--- src/sns_pkg.sv ---
// Shared constants of the sensor node sample sequencer.
// Assumes a single 25 MHz node clock and a 32-bit AXI4-Lite register bus.
package sns_pkg;
  // Bus geometry
  localparam int ADDR_W = 8; // Byte address width
  localparam int DATA_W = 32; // Register word width
  localparam int STRB_W = DATA_W / 8; // Byte lanes
  localparam int IDX_LSB = 2; // Word index starts above byte bits
  localparam int IDX_W = 3; // Word index width
  localparam int REG_COUNT = 6; // Mapped words
  localparam logic [IDX_W-1:0] IDX_CTRL = 3'h0; // Control word, byte 0x00
  localparam logic [IDX_W-1:0] IDX_INTERVAL = 3'h1; // Sample interval, byte 0x04
  localparam logic [IDX_W-1:0] IDX_LINE_CTRL = 3'h2; // Line values and drive modes, byte 0x08
  localparam logic [IDX_W-1:0] IDX_LINE_IN = 3'h3; // Line pin levels, byte 0x0C
  localparam logic [IDX_W-1:0] IDX_RANGE = 3'h4; // Channel range selections, byte 0x10
  localparam logic [IDX_W-1:0] IDX_STATUS = 3'h5; // Node status, byte 0x14
  localparam logic [1:0] RESP_OKAY = 2'h0; // Normal answer
  localparam logic [1:0] RESP_SLVERR = 2'h2; // Unmapped address answer
  // Field layout
  localparam int CTRL_EN_BIT = 0; // Sequencer enable
  localparam int CTRL_END_BIT = 1; // End node (1) or mesh router (0)
  localparam int CTRL_EXC_LSB = 2; // Excitation setting field
  localparam int EXC_W = 3; // Excitation setting width
  localparam int NUM_LINES = 4; // Digital lines 0 to 3
  localparam int MODE_W = 2; // Drive mode width per line
  localparam int LINE_MODE_LSB = 8; // Drive modes start here
  localparam int NUM_CHANNELS = 4; // Analog channels
  localparam int RANGE_W = 2; // Range code width per channel
  localparam int ST_EXT_BIT = 0; // External power present
  localparam int ST_SLEEP_BIT = 1; // Sleeping
  localparam int ST_POWER_BIT = 2; // Excitation on
  localparam int ST_BUSY_BIT = 3; // Acquisition running
  localparam int ST_LQ_LSB = 8; // Link quality field
  localparam int LQ_W = 8; // Link quality width, percent
  // Excitation settings
  localparam logic [EXC_W-1:0] EXC_0MS = 3'h0;
  localparam logic [EXC_W-1:0] EXC_25MS = 3'h1;
  localparam logic [EXC_W-1:0] EXC_100MS = 3'h2;
  localparam logic [EXC_W-1:0] EXC_250MS = 3'h3;
  localparam logic [EXC_W-1:0] EXC_ALWAYS = 3'h4;
  localparam logic [DATA_W-1:0] LEAD_25_MS = 32'h19; // 25 ms
  localparam logic [DATA_W-1:0] LEAD_100_MS = 32'h64; // 100 ms
  localparam logic [DATA_W-1:0] LEAD_250_MS = 32'hFA; // 250 ms
  localparam logic [DATA_W-1:0] LEAD_NONE_MS = 32'h0; // No lead
  localparam logic [DATA_W-1:0] ONE_MS = 32'h1; // One tick of the interval count
  localparam logic [DATA_W-1:0] INTERVAL_RESET_MS = 32'h3E8; // 1000 ms
  // Line drive modes
  localparam logic [MODE_W-1:0] DRV_TRISTATE = 2'h0;
  localparam logic [MODE_W-1:0] DRV_LOW_ONLY = 2'h1;
  localparam logic [MODE_W-1:0] DRV_HIGH_ONLY = 2'h2;
  localparam logic [MODE_W-1:0] DRV_PUSH_PULL = 2'h3;
  // Range codes: 0 is 10 V, 1 is 5 V, 2 is 2 V, 3 is 0.5 V, all bipolar
  localparam logic [RANGE_W-1:0] RANGE_10V = 2'h0;
  // Timing
  localparam int CLK_PERIOD_NS = 40; // 25 MHz
  localparam int NS_PER_MS = 1000000;
  localparam int MS_CYCLES = NS_PER_MS / CLK_PERIOD_NS; // Cycles in one ms
endpackage

--- src/sns_line_driver.sv ---
// Output stage of the digital lines: value plus drive mode to level and enable.
// Assumes the pin pad resolves the wire from line_out and line_oe.
`timescale 1ns/100ps
module sns_line_driver #(
  parameter int LINES = sns_pkg::NUM_LINES
) (
  input wire logic aclk,
  input wire logic aresetn,
  input wire logic [LINES-1:0] line_value,
  input wire logic [LINES*sns_pkg::MODE_W-1:0] line_output_drive_select,
  output logic [LINES-1:0] line_out,
  output logic [LINES-1:0] line_oe
);
  import sns_pkg::*;

  // Mode and value to {enable, level}; level reads zero while undriven
  function automatic logic [1:0] drive_of(input logic [MODE_W-1:0] mode, input logic value);
    logic [1:0] r;
    r = 2'h0;
    unique case (mode)
      DRV_TRISTATE: r = 2'h0; // Never driven
      DRV_LOW_ONLY: r = {~value, 1'b0}; // Low when off, float when on
      DRV_HIGH_ONLY: r = {value, value}; // High when on, float when off
      DRV_PUSH_PULL: r = {1'b1, value}; // Both levels driven
    endcase
    return r;
  endfunction

  genvar i;
  generate
    for (i = 0; i < LINES; i++) begin : g_line
      wire [MODE_W-1:0] mode = line_output_drive_select[i*MODE_W +: MODE_W]; // This line's mode
      wire [1:0] next_drive = drive_of(mode, line_value[i]); // Decoded pad controls

      // Registered pad controls, each line on its own
      always_ff @(posedge aclk) begin
        if (!aresetn) begin
          line_oe[i] <= 1'b0;
          line_out[i] <= 1'b0;
        end else begin
          line_oe[i] <= next_drive[1];
          line_out[i] <= next_drive[0];
        end
      end

    end
  endgenerate
endmodule

--- src/sns_ms_divider.sv ---
// Millisecond enable divider for the sequencer.
// Assumes one clock; clear restarts the phase so ticks align to an acquisition start.
`timescale 1ns/100ps
module sns_ms_divider #(
  parameter int CYCLES = sns_pkg::MS_CYCLES
) (
  input wire logic aclk,
  input wire logic aresetn,
  input wire logic clear,
  output logic tick
);
  import sns_pkg::*;
  localparam int CW = $clog2(CYCLES); // Counter width
  localparam logic [CW-1:0] LAST = CW'(CYCLES - 1); // Terminal count
  // Clear edge counts as the first cycle, so the next tick is seen CYCLES cycles later
  localparam logic [CW-1:0] RESTART = CW'(1);

  // Refuse a divider too short to give a single-cycle pulse
  generate
    if (CYCLES < 2) begin : g_bad
      $error("Divider needs at least two cycles");
    end
  endgenerate

  logic [CW-1:0] count; // Cycles since last tick
  wire at_last = (count == LAST); // Period complete

  // Count up; clear restarts the phase one count in, else start-to-start drifts a cycle per interval
  always_ff @(posedge aclk) begin
    if (!aresetn) begin
      count <= '0;
      tick <= 1'b0;
    end else if (clear) begin
      count <= RESTART;
      tick <= 1'b0;
    end else begin
      count <= at_last ? '0 : count + 1'b1;
      tick <= at_last;
    end
  end
endmodule

--- src/sns_sequencer.sv ---
// Sample sequencer of a four-channel sensor node with AXI4-Lite registers.
// Assumes one 25 MHz clock; the converter answers acq_start with a one-cycle acq_done.
`timescale 1ns/100ps
module sns_sequencer #(
  parameter int MS_CYCLES = sns_pkg::MS_CYCLES,
  parameter logic [31:0] INTERVAL_RESET = sns_pkg::INTERVAL_RESET_MS
) (
  input wire logic aclk,
  input wire logic aresetn,
  input wire logic [sns_pkg::ADDR_W-1:0] awaddr,
  input wire logic awvalid,
  output logic awready,
  input wire logic [sns_pkg::DATA_W-1:0] wdata,
  input wire logic [sns_pkg::STRB_W-1:0] wstrb,
  input wire logic wvalid,
  output logic wready,
  output logic [1:0] bresp,
  output logic bvalid,
  input wire logic bready,
  input wire logic [sns_pkg::ADDR_W-1:0] araddr,
  input wire logic arvalid,
  output logic arready,
  output logic [sns_pkg::DATA_W-1:0] rdata,
  output logic [1:0] rresp,
  output logic rvalid,
  input wire logic rready,
  input wire logic ext_power_in,
  input wire logic [sns_pkg::LQ_W-1:0] link_quality,
  input wire logic acq_done,
  input wire logic [sns_pkg::NUM_LINES-1:0] digital_line_n_in,
  output logic [sns_pkg::NUM_LINES-1:0] digital_line_n_out,
  output logic [sns_pkg::NUM_LINES-1:0] digital_line_n_oe,
  output logic acq_start,
  output logic [sns_pkg::NUM_CHANNELS*sns_pkg::RANGE_W-1:0] acq_range,
  output logic sensor_power_en,
  output logic sleep_req
);
  import sns_pkg::*;

  // Refuse a millisecond count the divider cannot serve
  generate
    if (MS_CYCLES < 2) begin : g_bad
      $error("MS_CYCLES must be at least two");
    end
  endgenerate

  // Word index of a byte address
  function automatic logic [IDX_W-1:0] addr_idx(input logic [ADDR_W-1:0] a);
    return a[IDX_LSB +: IDX_W];
  endfunction
  // Address maps onto a word
  function automatic logic addr_hit(input logic [ADDR_W-1:0] a);
    return (a[ADDR_W-1:IDX_LSB+IDX_W] == '0) && (a[IDX_LSB +: IDX_W] < IDX_W'(REG_COUNT));
  endfunction
  // Merge written bytes into an old word
  function automatic logic [DATA_W-1:0] merge(input logic [DATA_W-1:0] old, input logic [DATA_W-1:0] nw,
                                              input logic [STRB_W-1:0] strb);
    logic [DATA_W-1:0] r;
    r = old;
    for (int b = 0; b < STRB_W; b++) begin
      if (strb[b]) begin
        r[b*8 +: 8] = nw[b*8 +: 8];
      end
    end
    return r;
  endfunction

  // Sequencer states
  typedef enum logic [2:0] {
    ST_IDLE = 3'b001,
    ST_WAIT = 3'b010,
    ST_ACQ = 3'b100
  } sns_state_type;

  // Software state
  logic ctrl_enable; // Sequencer running
  logic ctrl_end_node; // End node, sleeps
  logic [EXC_W-1:0] exc_mode; // Excitation setting
  logic [DATA_W-1:0] interval_ms; // Sample interval in ms; fractional seconds at ms resolution
  logic [NUM_LINES-1:0] line_value; // Line on/off values
  logic [NUM_LINES*MODE_W-1:0] line_mode; // Drive modes
  logic [NUM_CHANNELS*RANGE_W-1:0] range_sel; // Range codes per channel
  // Pin synchronisers: meta stage read only by the sync stage
  logic [NUM_LINES:0] pin_meta;
  logic [NUM_LINES:0] pin_sync;
  logic [LQ_W-1:0] link_q; // Captured link quality

  // Bus state
  logic aw_held; // Write address waiting
  logic w_held; // Write data waiting
  logic [ADDR_W-1:0] aw_addr; // Held write address
  logic [DATA_W-1:0] w_data; // Held write data
  logic [STRB_W-1:0] w_strb; // Held strobes

  // Sequencer state
  sns_state_type state;
  sns_state_type next_state;
  logic [DATA_W-1:0] ms_left; // Ms until the next acquisition start
  logic [DATA_W-1:0] next_ms_left;
  logic next_acq_start;
  logic perm_on; // Permanent excitation latched
  wire ms_tick; // One-cycle ms enable

  // Register views for read and merge
  logic [DATA_W-1:0] reg_view [REG_COUNT];
  assign reg_view[IDX_CTRL] = DATA_W'({exc_mode, ctrl_end_node, ctrl_enable});
  assign reg_view[IDX_INTERVAL] = interval_ms;
  assign reg_view[IDX_LINE_CTRL] = DATA_W'({line_mode, {(LINE_MODE_LSB-NUM_LINES){1'b0}}, line_value});
  assign reg_view[IDX_LINE_IN] = DATA_W'(pin_sync[NUM_LINES-1:0]); // Pin levels
  assign reg_view[IDX_RANGE] = DATA_W'(range_sel);
  assign reg_view[IDX_STATUS] = DATA_W'({link_q, {(ST_LQ_LSB-ST_BUSY_BIT-1){1'b0}}, (state == ST_ACQ),
                                         sensor_power_en, sleep_req, pin_sync[NUM_LINES]});

  // Write channel handshake decode
  wire aw_take = awvalid && awready;
  wire w_take = wvalid && wready;
  wire wr_fire = aw_held && w_held && !bvalid; // Both halves present
  wire next_aw_held = (aw_held || aw_take) && !wr_fire;
  wire next_w_held = (w_held || w_take) && !wr_fire;
  wire next_bvalid = (bvalid && !bready) || wr_fire;
  wire wr_hit = addr_hit(aw_addr);
  wire [IDX_W-1:0] wr_idx = addr_idx(aw_addr);
  wire [DATA_W-1:0] wr_word = merge(reg_view[wr_idx], w_data, w_strb);
  wire wr_ok = wr_fire && wr_hit;
  // Read channel decode
  wire ar_take = arvalid && arready;
  wire next_rvalid = (rvalid && !rready) || ar_take;
  wire rd_hit = addr_hit(araddr);

  // Write handshakes; one write at a time
  always_ff @(posedge aclk) begin
    if (!aresetn) begin
      aw_held <= 1'b0;
      w_held <= 1'b0;
      awready <= 1'b0;
      wready <= 1'b0;
      bvalid <= 1'b0;
      bresp <= RESP_OKAY;
    end else begin
      aw_held <= next_aw_held;
      w_held <= next_w_held;
      awready <= !next_aw_held && !next_bvalid;
      wready <= !next_w_held && !next_bvalid;
      bvalid <= next_bvalid;
      if (wr_fire) begin
        bresp <= wr_hit ? RESP_OKAY : RESP_SLVERR;
      end
    end
  end

  // Capture write payloads as each channel is taken
  always_ff @(posedge aclk) begin
    if (!aresetn) begin
      aw_addr <= '0;
      w_data <= '0;
      w_strb <= '0;
    end else begin
      if (aw_take) begin
        aw_addr <= awaddr;
      end
      if (w_take) begin
        w_data <= wdata;
        w_strb <= wstrb;
      end
    end
  end

  // Read path; data registered on the address edge
  always_ff @(posedge aclk) begin
    if (!aresetn) begin
      arready <= 1'b0;
      rvalid <= 1'b0;
      rdata <= '0;
      rresp <= RESP_OKAY;
    end else begin
      arready <= !next_rvalid;
      rvalid <= next_rvalid;
      if (ar_take) begin
        rdata <= rd_hit ? reg_view[addr_idx(araddr)] : '0;
        rresp <= rd_hit ? RESP_OKAY : RESP_SLVERR;
      end
    end
  end

  // Control and interval words; status words ignore writes
  always_ff @(posedge aclk) begin
    if (!aresetn) begin
      ctrl_enable <= 1'b0;
      ctrl_end_node <= 1'b0;
      exc_mode <= EXC_0MS;
      interval_ms <= INTERVAL_RESET;
    end else if (wr_ok && wr_idx == IDX_CTRL) begin
      ctrl_enable <= wr_word[CTRL_EN_BIT];
      ctrl_end_node <= wr_word[CTRL_END_BIT];
      exc_mode <= wr_word[CTRL_EXC_LSB +: EXC_W];
    end else if (wr_ok && wr_idx == IDX_INTERVAL) begin
      interval_ms <= wr_word;
    end
  end

  // Line and range words
  always_ff @(posedge aclk) begin
    if (!aresetn) begin
      line_value <= '0;
      line_mode <= {NUM_LINES{DRV_TRISTATE}};
      range_sel <= {NUM_CHANNELS{RANGE_10V}};
    end else if (wr_ok && wr_idx == IDX_LINE_CTRL) begin
      line_value <= wr_word[NUM_LINES-1:0];
      line_mode <= wr_word[LINE_MODE_LSB +: NUM_LINES*MODE_W];
    end else if (wr_ok && wr_idx == IDX_RANGE) begin
      range_sel <= wr_word[NUM_CHANNELS*RANGE_W-1:0];
    end
  end

  // Two-stage capture of pins; link quality is same-clock logic
  always_ff @(posedge aclk) begin
    if (!aresetn) begin
      pin_meta <= '0;
      pin_sync <= '0;
      link_q <= '0;
    end else begin
      pin_meta <= {ext_power_in, digital_line_n_in};
      pin_sync <= pin_meta;
      link_q <= link_quality;
    end
  end

  // Interval of zero would never pace; hold it to one ms
  wire [DATA_W-1:0] interval_eff = (interval_ms == '0) ? ONE_MS : interval_ms;
  wire [DATA_W-1:0] lead_ms = (exc_mode == EXC_25MS) ? LEAD_25_MS :
                              (exc_mode == EXC_100MS) ? LEAD_100_MS :
                              (exc_mode == EXC_250MS) ? LEAD_250_MS : LEAD_NONE_MS;
  wire is_perm = (exc_mode == EXC_ALWAYS);

  // Restart the ms phase at each start so the lead lands on whole ms
  sns_ms_divider #(
    .CYCLES(MS_CYCLES)
  ) u_div (
    .aclk(aclk),
    .aresetn(aresetn),
    .clear(next_acq_start || state == ST_IDLE),
    .tick(ms_tick)
  );

  // Next state; the interval runs from start to start, also during acquisition
  always_comb begin
    next_state = state;
    next_ms_left = ms_left;
    next_acq_start = 1'b0;
    unique case (state)
      ST_IDLE: begin
        if (ctrl_enable) begin
          next_state = ST_WAIT;
          next_ms_left = interval_eff;
        end
      end
      ST_WAIT: begin
        if (!ctrl_enable) begin
          next_state = ST_IDLE;
        end else if (ms_tick && ms_left <= ONE_MS) begin
          next_state = ST_ACQ; // Interval elapsed
          next_acq_start = 1'b1;
          next_ms_left = interval_eff;
        end else if (ms_tick) begin
          next_ms_left = ms_left - ONE_MS;
        end
      end
      ST_ACQ: begin
        // Saturate at one so an overlong acquisition starts the next at the first ms tick back in wait
        if (ms_tick && ms_left > ONE_MS) begin
          next_ms_left = ms_left - ONE_MS;
        end
        if (acq_done) begin
          next_state = ctrl_enable ? ST_WAIT : ST_IDLE;
        end
      end
      default: begin
        next_state = ST_IDLE;
      end
    endcase
  end

  // Permanent mode latches on at an acquisition start and holds
  wire next_perm = is_perm && (perm_on || next_acq_start);
  // Power: during acquisition, inside the lead window, or permanent
  wire lead_window = (next_state == ST_WAIT) && (lead_ms != LEAD_NONE_MS) && (next_ms_left <= lead_ms);
  wire next_power = next_perm || (next_state == ST_ACQ) || lead_window;
  // Sleep only for end nodes, waiting, with power off
  wire next_sleep = ctrl_end_node && (next_state == ST_WAIT) && !next_power;

  // Sequencer registers
  always_ff @(posedge aclk) begin
    if (!aresetn) begin
      state <= ST_IDLE;
      ms_left <= '0;
      perm_on <= 1'b0;
      acq_start <= 1'b0;
      sensor_power_en <= 1'b0;
      sleep_req <= 1'b0;
    end else begin
      state <= next_state;
      ms_left <= next_ms_left;
      perm_on <= next_perm;
      acq_start <= next_acq_start;
      sensor_power_en <= next_power;
      sleep_req <= next_sleep;
    end
  end

  // Range codes frozen for the acquisition that uses them
  always_ff @(posedge aclk) begin
    if (!aresetn) begin
      acq_range <= {NUM_CHANNELS{RANGE_10V}};
    end else if (next_acq_start) begin
      acq_range <= range_sel;
    end
  end

  sns_line_driver #(
    .LINES(NUM_LINES)
  ) u_lines (
    .aclk(aclk),
    .aresetn(aresetn),
    .line_value(line_value),
    .line_output_drive_select(line_mode),
    .line_out(digital_line_n_out),
    .line_oe(digital_line_n_oe)
  );
endmodule

--- config.mk ---
export PLATFORM = sky130hd
export DESIGN_NAME = sns_sequencer
export DESIGN_NICKNAME = d
export VERILOG_FILES = /design/src/sns_pkg.sv /design/src/sns_line_driver.sv /design/src/sns_ms_divider.sv /design/src/sns_sequencer.sv
export SDC_FILE = /design/constraint.sdc
export NUM_CORES = 1
export LEC_CHECK = 0
export BUFFER_PORTS_ARGS = -buffer_cell sky130_fd_sc_hd__buf_2
export CAP_MARGIN = 20
export CORE_MARGIN = 10
export CORE_UTILIZATION = 40
export DETAILED_ROUTE_END_ITERATION = 8
export GPL_TIMING_DRIVEN = 1
export PLACE_DENSITY = 0.64
export SLEW_MARGIN = 10
export SYNTH_ARGS = -nofsm -noshare
export SYNTH_HDL_FRONTEND = slang
export SYNTH_SLANG_ARGS = --single-unit
--- constraint.sdc ---
create_clock -name aclk -period 4.5 [get_ports aclk]
set_clock_uncertainty 0.2 [all_clocks]
set_input_delay 0.9 -clock aclk [delete_from_list [all_inputs] [get_ports aclk]]
set_output_delay 0.9 -clock aclk [all_outputs]
set_load 0.03 [all_outputs]
==> flow_metrics.tcl <==
set metrics [dict create \
    status "finished clean" \
    gr-max-usage-layer "met2" \
    slew_violations 0 \
    rows 60 \
    dr.pass1.iters 6 \
    n_fill_cell 2616 \
    grt_use_total_pct 21.3 \
    min-delay-start "pin_meta[3]$_SDFF_PN0_" \
    syn-cell-area_um2 10900 \
    intPower_mw 3.42 \
    r2r_end "sleep_req$_SDFF_PN0_" \
    r2r_setup_slack_ns 0.25 \
    numCtsBuffers 25 \
    arrival_ns 4.44 \
    avgViaCountPerCell 5.75 \
    wl_per_cell_um 20.3 \
    ys_ff_latch 229 \
    synth_top_area_share_pct 42.0 \
    layout-drive-gt1-share_pct 19.1 \
    num_io_pins 133 \
    synth_flop_cell "dfxtp_1" \
    hpwlAfterDp_um 27400 \
    clock_latency_ns 0.53 \
    cp-start-kind "flop" \
    max_freq_ghz 0.235 \
    finalCriticalPeriod_ns 4.25 \
    power_leakage_nw 5.46 \
    period_share_pct 94.4 \
    die_w_um 185 \
    reg2regPathDepth 17 \
    ant_nets 0 \
    total_power_mw 4.43 \
    worstHoldEndpoint "pin_sync[3]$_SDFF_PN0_" \
    reg2reg_from "ms_left[8]$_SDFF_PN0_" \
    holdPathStages 1 \
    p_seq_share_pct 47.3 \
    ys_warn_count 0 \
    grt_util_met2_pct 33.5 \
    clockPowerShare_pct 48.3 \
    met1_usage_pct 27.8 \
    synth_cells 1345 \
    first_global_vias 10100 \
    areaGrowthSynthToFinish_pct 20.6 \
    crit_required_ns 4.69 \
    rsz0062_at_grt "no" \
    power.density_nw_per_um2 336 \
    async_reset_ff_share_pct 0 \
    synth_edf_count 0 \
    vdd_ir_drop_max_mv 0.273 \
    yosysUniqueCellTypes 80 \
    nets 1572 \
    synth.area.top_cells "dfxtp_1 (42%), nor2_1 (7.3%), nand2_1 (6.1%)" \
    cp_max_fo 5 \
    grt_use_met3_pct 4.88 \
    seq_area_frac_synth_pct 42.0 \
    fp.dieH_um 185 \
    slew_headroom_pct 36.6 \
    grt_max_degree 101 \
    gp_congestion 0.989 \
    maxCapViolCount 0 \
    cts.sinks 229 \
    syn_avg_cell_area_um2 8.12 \
    hold_violations 0 \
    cts_buffer_depth 3 \
    antenna_found_initial 0 \
    comb_power_share_pct 4.5 \
    hold_path.class "flop to flop" \
    tns_ns 0 \
    cts-root-buf "clkbuf_16" \
    worst_slew_pin_slew_ns 0.950 \
    finalSetupViolCount 0 \
    drc_errors 0 \
    clk_pin_slew_ns 0.07 \
    portBuffers 126 \
    vias 10600 \
    path_class "flop to flop" \
    grt_overflow 0 \
    die_area_um2 34300 \
    worst_setup_path_end_kind "flop" \
    drtIter0Drc 1054 \
    initial_core_util_pct 40.6 \
    cts_htree_levels 1 \
    switchingPower_mw 1.01 \
    drt-total-wl_um 37500 \
    grt_first_pass_wirelength_um 58000 \
    cts_tree "done" \
    swShare_pct 22.7 \
    diodes 0 \
    yosys.area.top_type "dfxtp_1" \
    core_um2 26900 \
]
## routing by layer
metal / part of all wire, % / up-vias
li1: - / 5088
met1: 42 / 4975
met2: 45 / 470
met3: 9.4 / 95
met4: 3.4 / 0
met5: 0 / -
## worst max path at each step
| stage | start | endpoint | slack (ns) | cells past startpoint |
|---|---|---|---|---|
| 2_1_floorplan | ms_left[21]$_SDFF_PN0_ | sleep_req$_SDFF_PN0_ | 0.38 | 16 |
| 3_3_place_gp | ms_left[22]$_SDFF_PN0_ | sleep_req$_SDFF_PN0_ | -0.03 | 17 |
| 3_5_place_dp | ms_left[22]$_SDFF_PN0_ | sleep_req$_SDFF_PN0_ | -0.07 | 17 |
| 4_1_cts | ms_left[22]$_SDFF_PN0_ | sleep_req$_SDFF_PN0_ | 0.01 | 17 |
| 5_1_grt | ms_left[22]$_SDFF_PN0_ | sleep_req$_SDFF_PN0_ | 0.004 | 20 |
| 6_report | ms_left[8]$_SDFF_PN0_ | sleep_req$_SDFF_PN0_ | 0.25 | 17 |
## cells by family after synthesis
group | count (synthesis) | synth area share, %
XOR/XNOR | 19 | 1.52
multiplexers | 61 | 6.52
AO/OA/AOI/OAI | 308 | 18.1
flip-flops | 229 | 42.0
buffers and inverters | 101 | 3.69
other | 1 | 0.0343
AND/OR/NAND/NOR | 615 | 26.9
adder cells (fa/ha/maj) | 11 | 1.26
## cell usage after synthesis, drive strengths merged (10+ instances only)
library cell and count:
nand3 35, buf 12, and2 42, a21oi 118, o211ai 11, a32oi 12, a211oi 10, ha 11
mux2i 52, xor2 10, nand4 10, and3 15, clkbuf 71, a31oi 17, nor3 28, nand2 178
nor4 29, inv 18, a22oi 27, o21ai 48, nand2b 17, dfxtp 229, nor2 212
## cell usage in the layout, fill, tap and decap left out, types with 5 or more instances in the layout
master     Yosys  layout
o21ai_0       47      47
mux2i_1       52      52
and2_1        42      42
or3_1          6       5
ha_1          11      10
nor2_1       212     212
buf_2          7     126
nor4_1        25      24
xor2_1        10      10
a21oi_1      118     116
dfxtp_1      229     228
a21o_1         7       7
nand3_1       34      33
a31oi_1       17      17
a32oi_1       12      12
nand4_1       10      10
and3_1        15      14
mux4_2         8       8
o22ai_1        6       6
o211ai_1      11      11
nand2_1      178     177
a22o_1         5       5
buf_4          2      69
nor2b_1        6       6
nor3_1        26      26
a211oi_1      10       9
inv_1         17      17
clkbuf_16      0      25
a221oi_1       6       6
nand2b_1      17      17
clkbuf_8       0       6
xnor2_1        9       9
a22oi_1       27      27
## power groups by stage
| stage | combinational [mW] | clock, mW | sequential (mW) |
|---|---|---|---|
| 6_report | 0.198 | 2.14 | 2.09 |
| 5_1_grt | 0.218 | 2.25 | 2.09 |
| 4_1_cts | 0.198 | 2.17 | 2.09 |
| 3_5_place_dp | 0.198 | 0 | 2.14 |
| 3_3_place_gp | 0.196 | 0 | 2.14 |
| 2_1_floorplan | 0.126 | 0 | 2.13 |
## layout make-up
type	instances	area, um2	share of cell area, %
timing repair buffer	198	1190	9.04
clock buffer	35	723	5.49
clock inverter	10	135	1.03
tap	341	427	3.24
multi-input combinational	1016	6040	45.9
sequential	229	4590	34.8
inverter	18	70.1	0.532
## critical path, stage by stage (launching register included)
cell and delay [ns]:
dfxtp_1 0.31, or4_4 0.58, nor4_4 0.30, buf_4 0.16, nand4_1 0.22, a21oi_4 0.33
nand2_1 0.08, o221ai_1 0.10, ha_1 0.28, nor2b_1 0.13, o211ai_1 0.16, a21oi_1 0.11
a211oi_2 0.22, o2111ai_2 0.13, a31oi_1 0.18, nor4bb_2 0.25, and4_4 0.30, a21oi_1 0.07
## flip-flops by register name (all words and copies together), names as in the netlist, 6 cells and up
register	flops
line_mode	8
rdata	32
link_q	8
ms_left	32
acq_range	8
range_sel	8
aw_addr	6
u_div.count	15
w_data	32
interval_ms	32
## repair_timing
item,in CTS,in global routing
pin swaps,0,8
setup buffers,0,6
endpoints found under the setup margin,2,2
hold buffers,0,0
cloned,0,0
resized for setup,2,22
## metrics by stage
step / hold WS (ns) / worst slack [ns] / cells / instance area (um2) / util, %
2_1_floorplan: 0.212 / 0.378 / 1346 / 10900 / -
3_3_place_gp: 0.216 / -0.0307 / 1796 / 12200 / 45.3
3_5_place_dp: 0.224 / -0.0690 / 1796 / 12200 / 45.3
4_1_cts: 0.237 / 0.0105 / 1841 / 13000 / 48.5
5_1_grt: 0.251 / 0.00370 / 1847 / 13200 / 49.0
6_report: 0.235 / 0.250 / 1847 / 13200 / 49.0
Note: power is estimated with default switching activity, not from simulation.
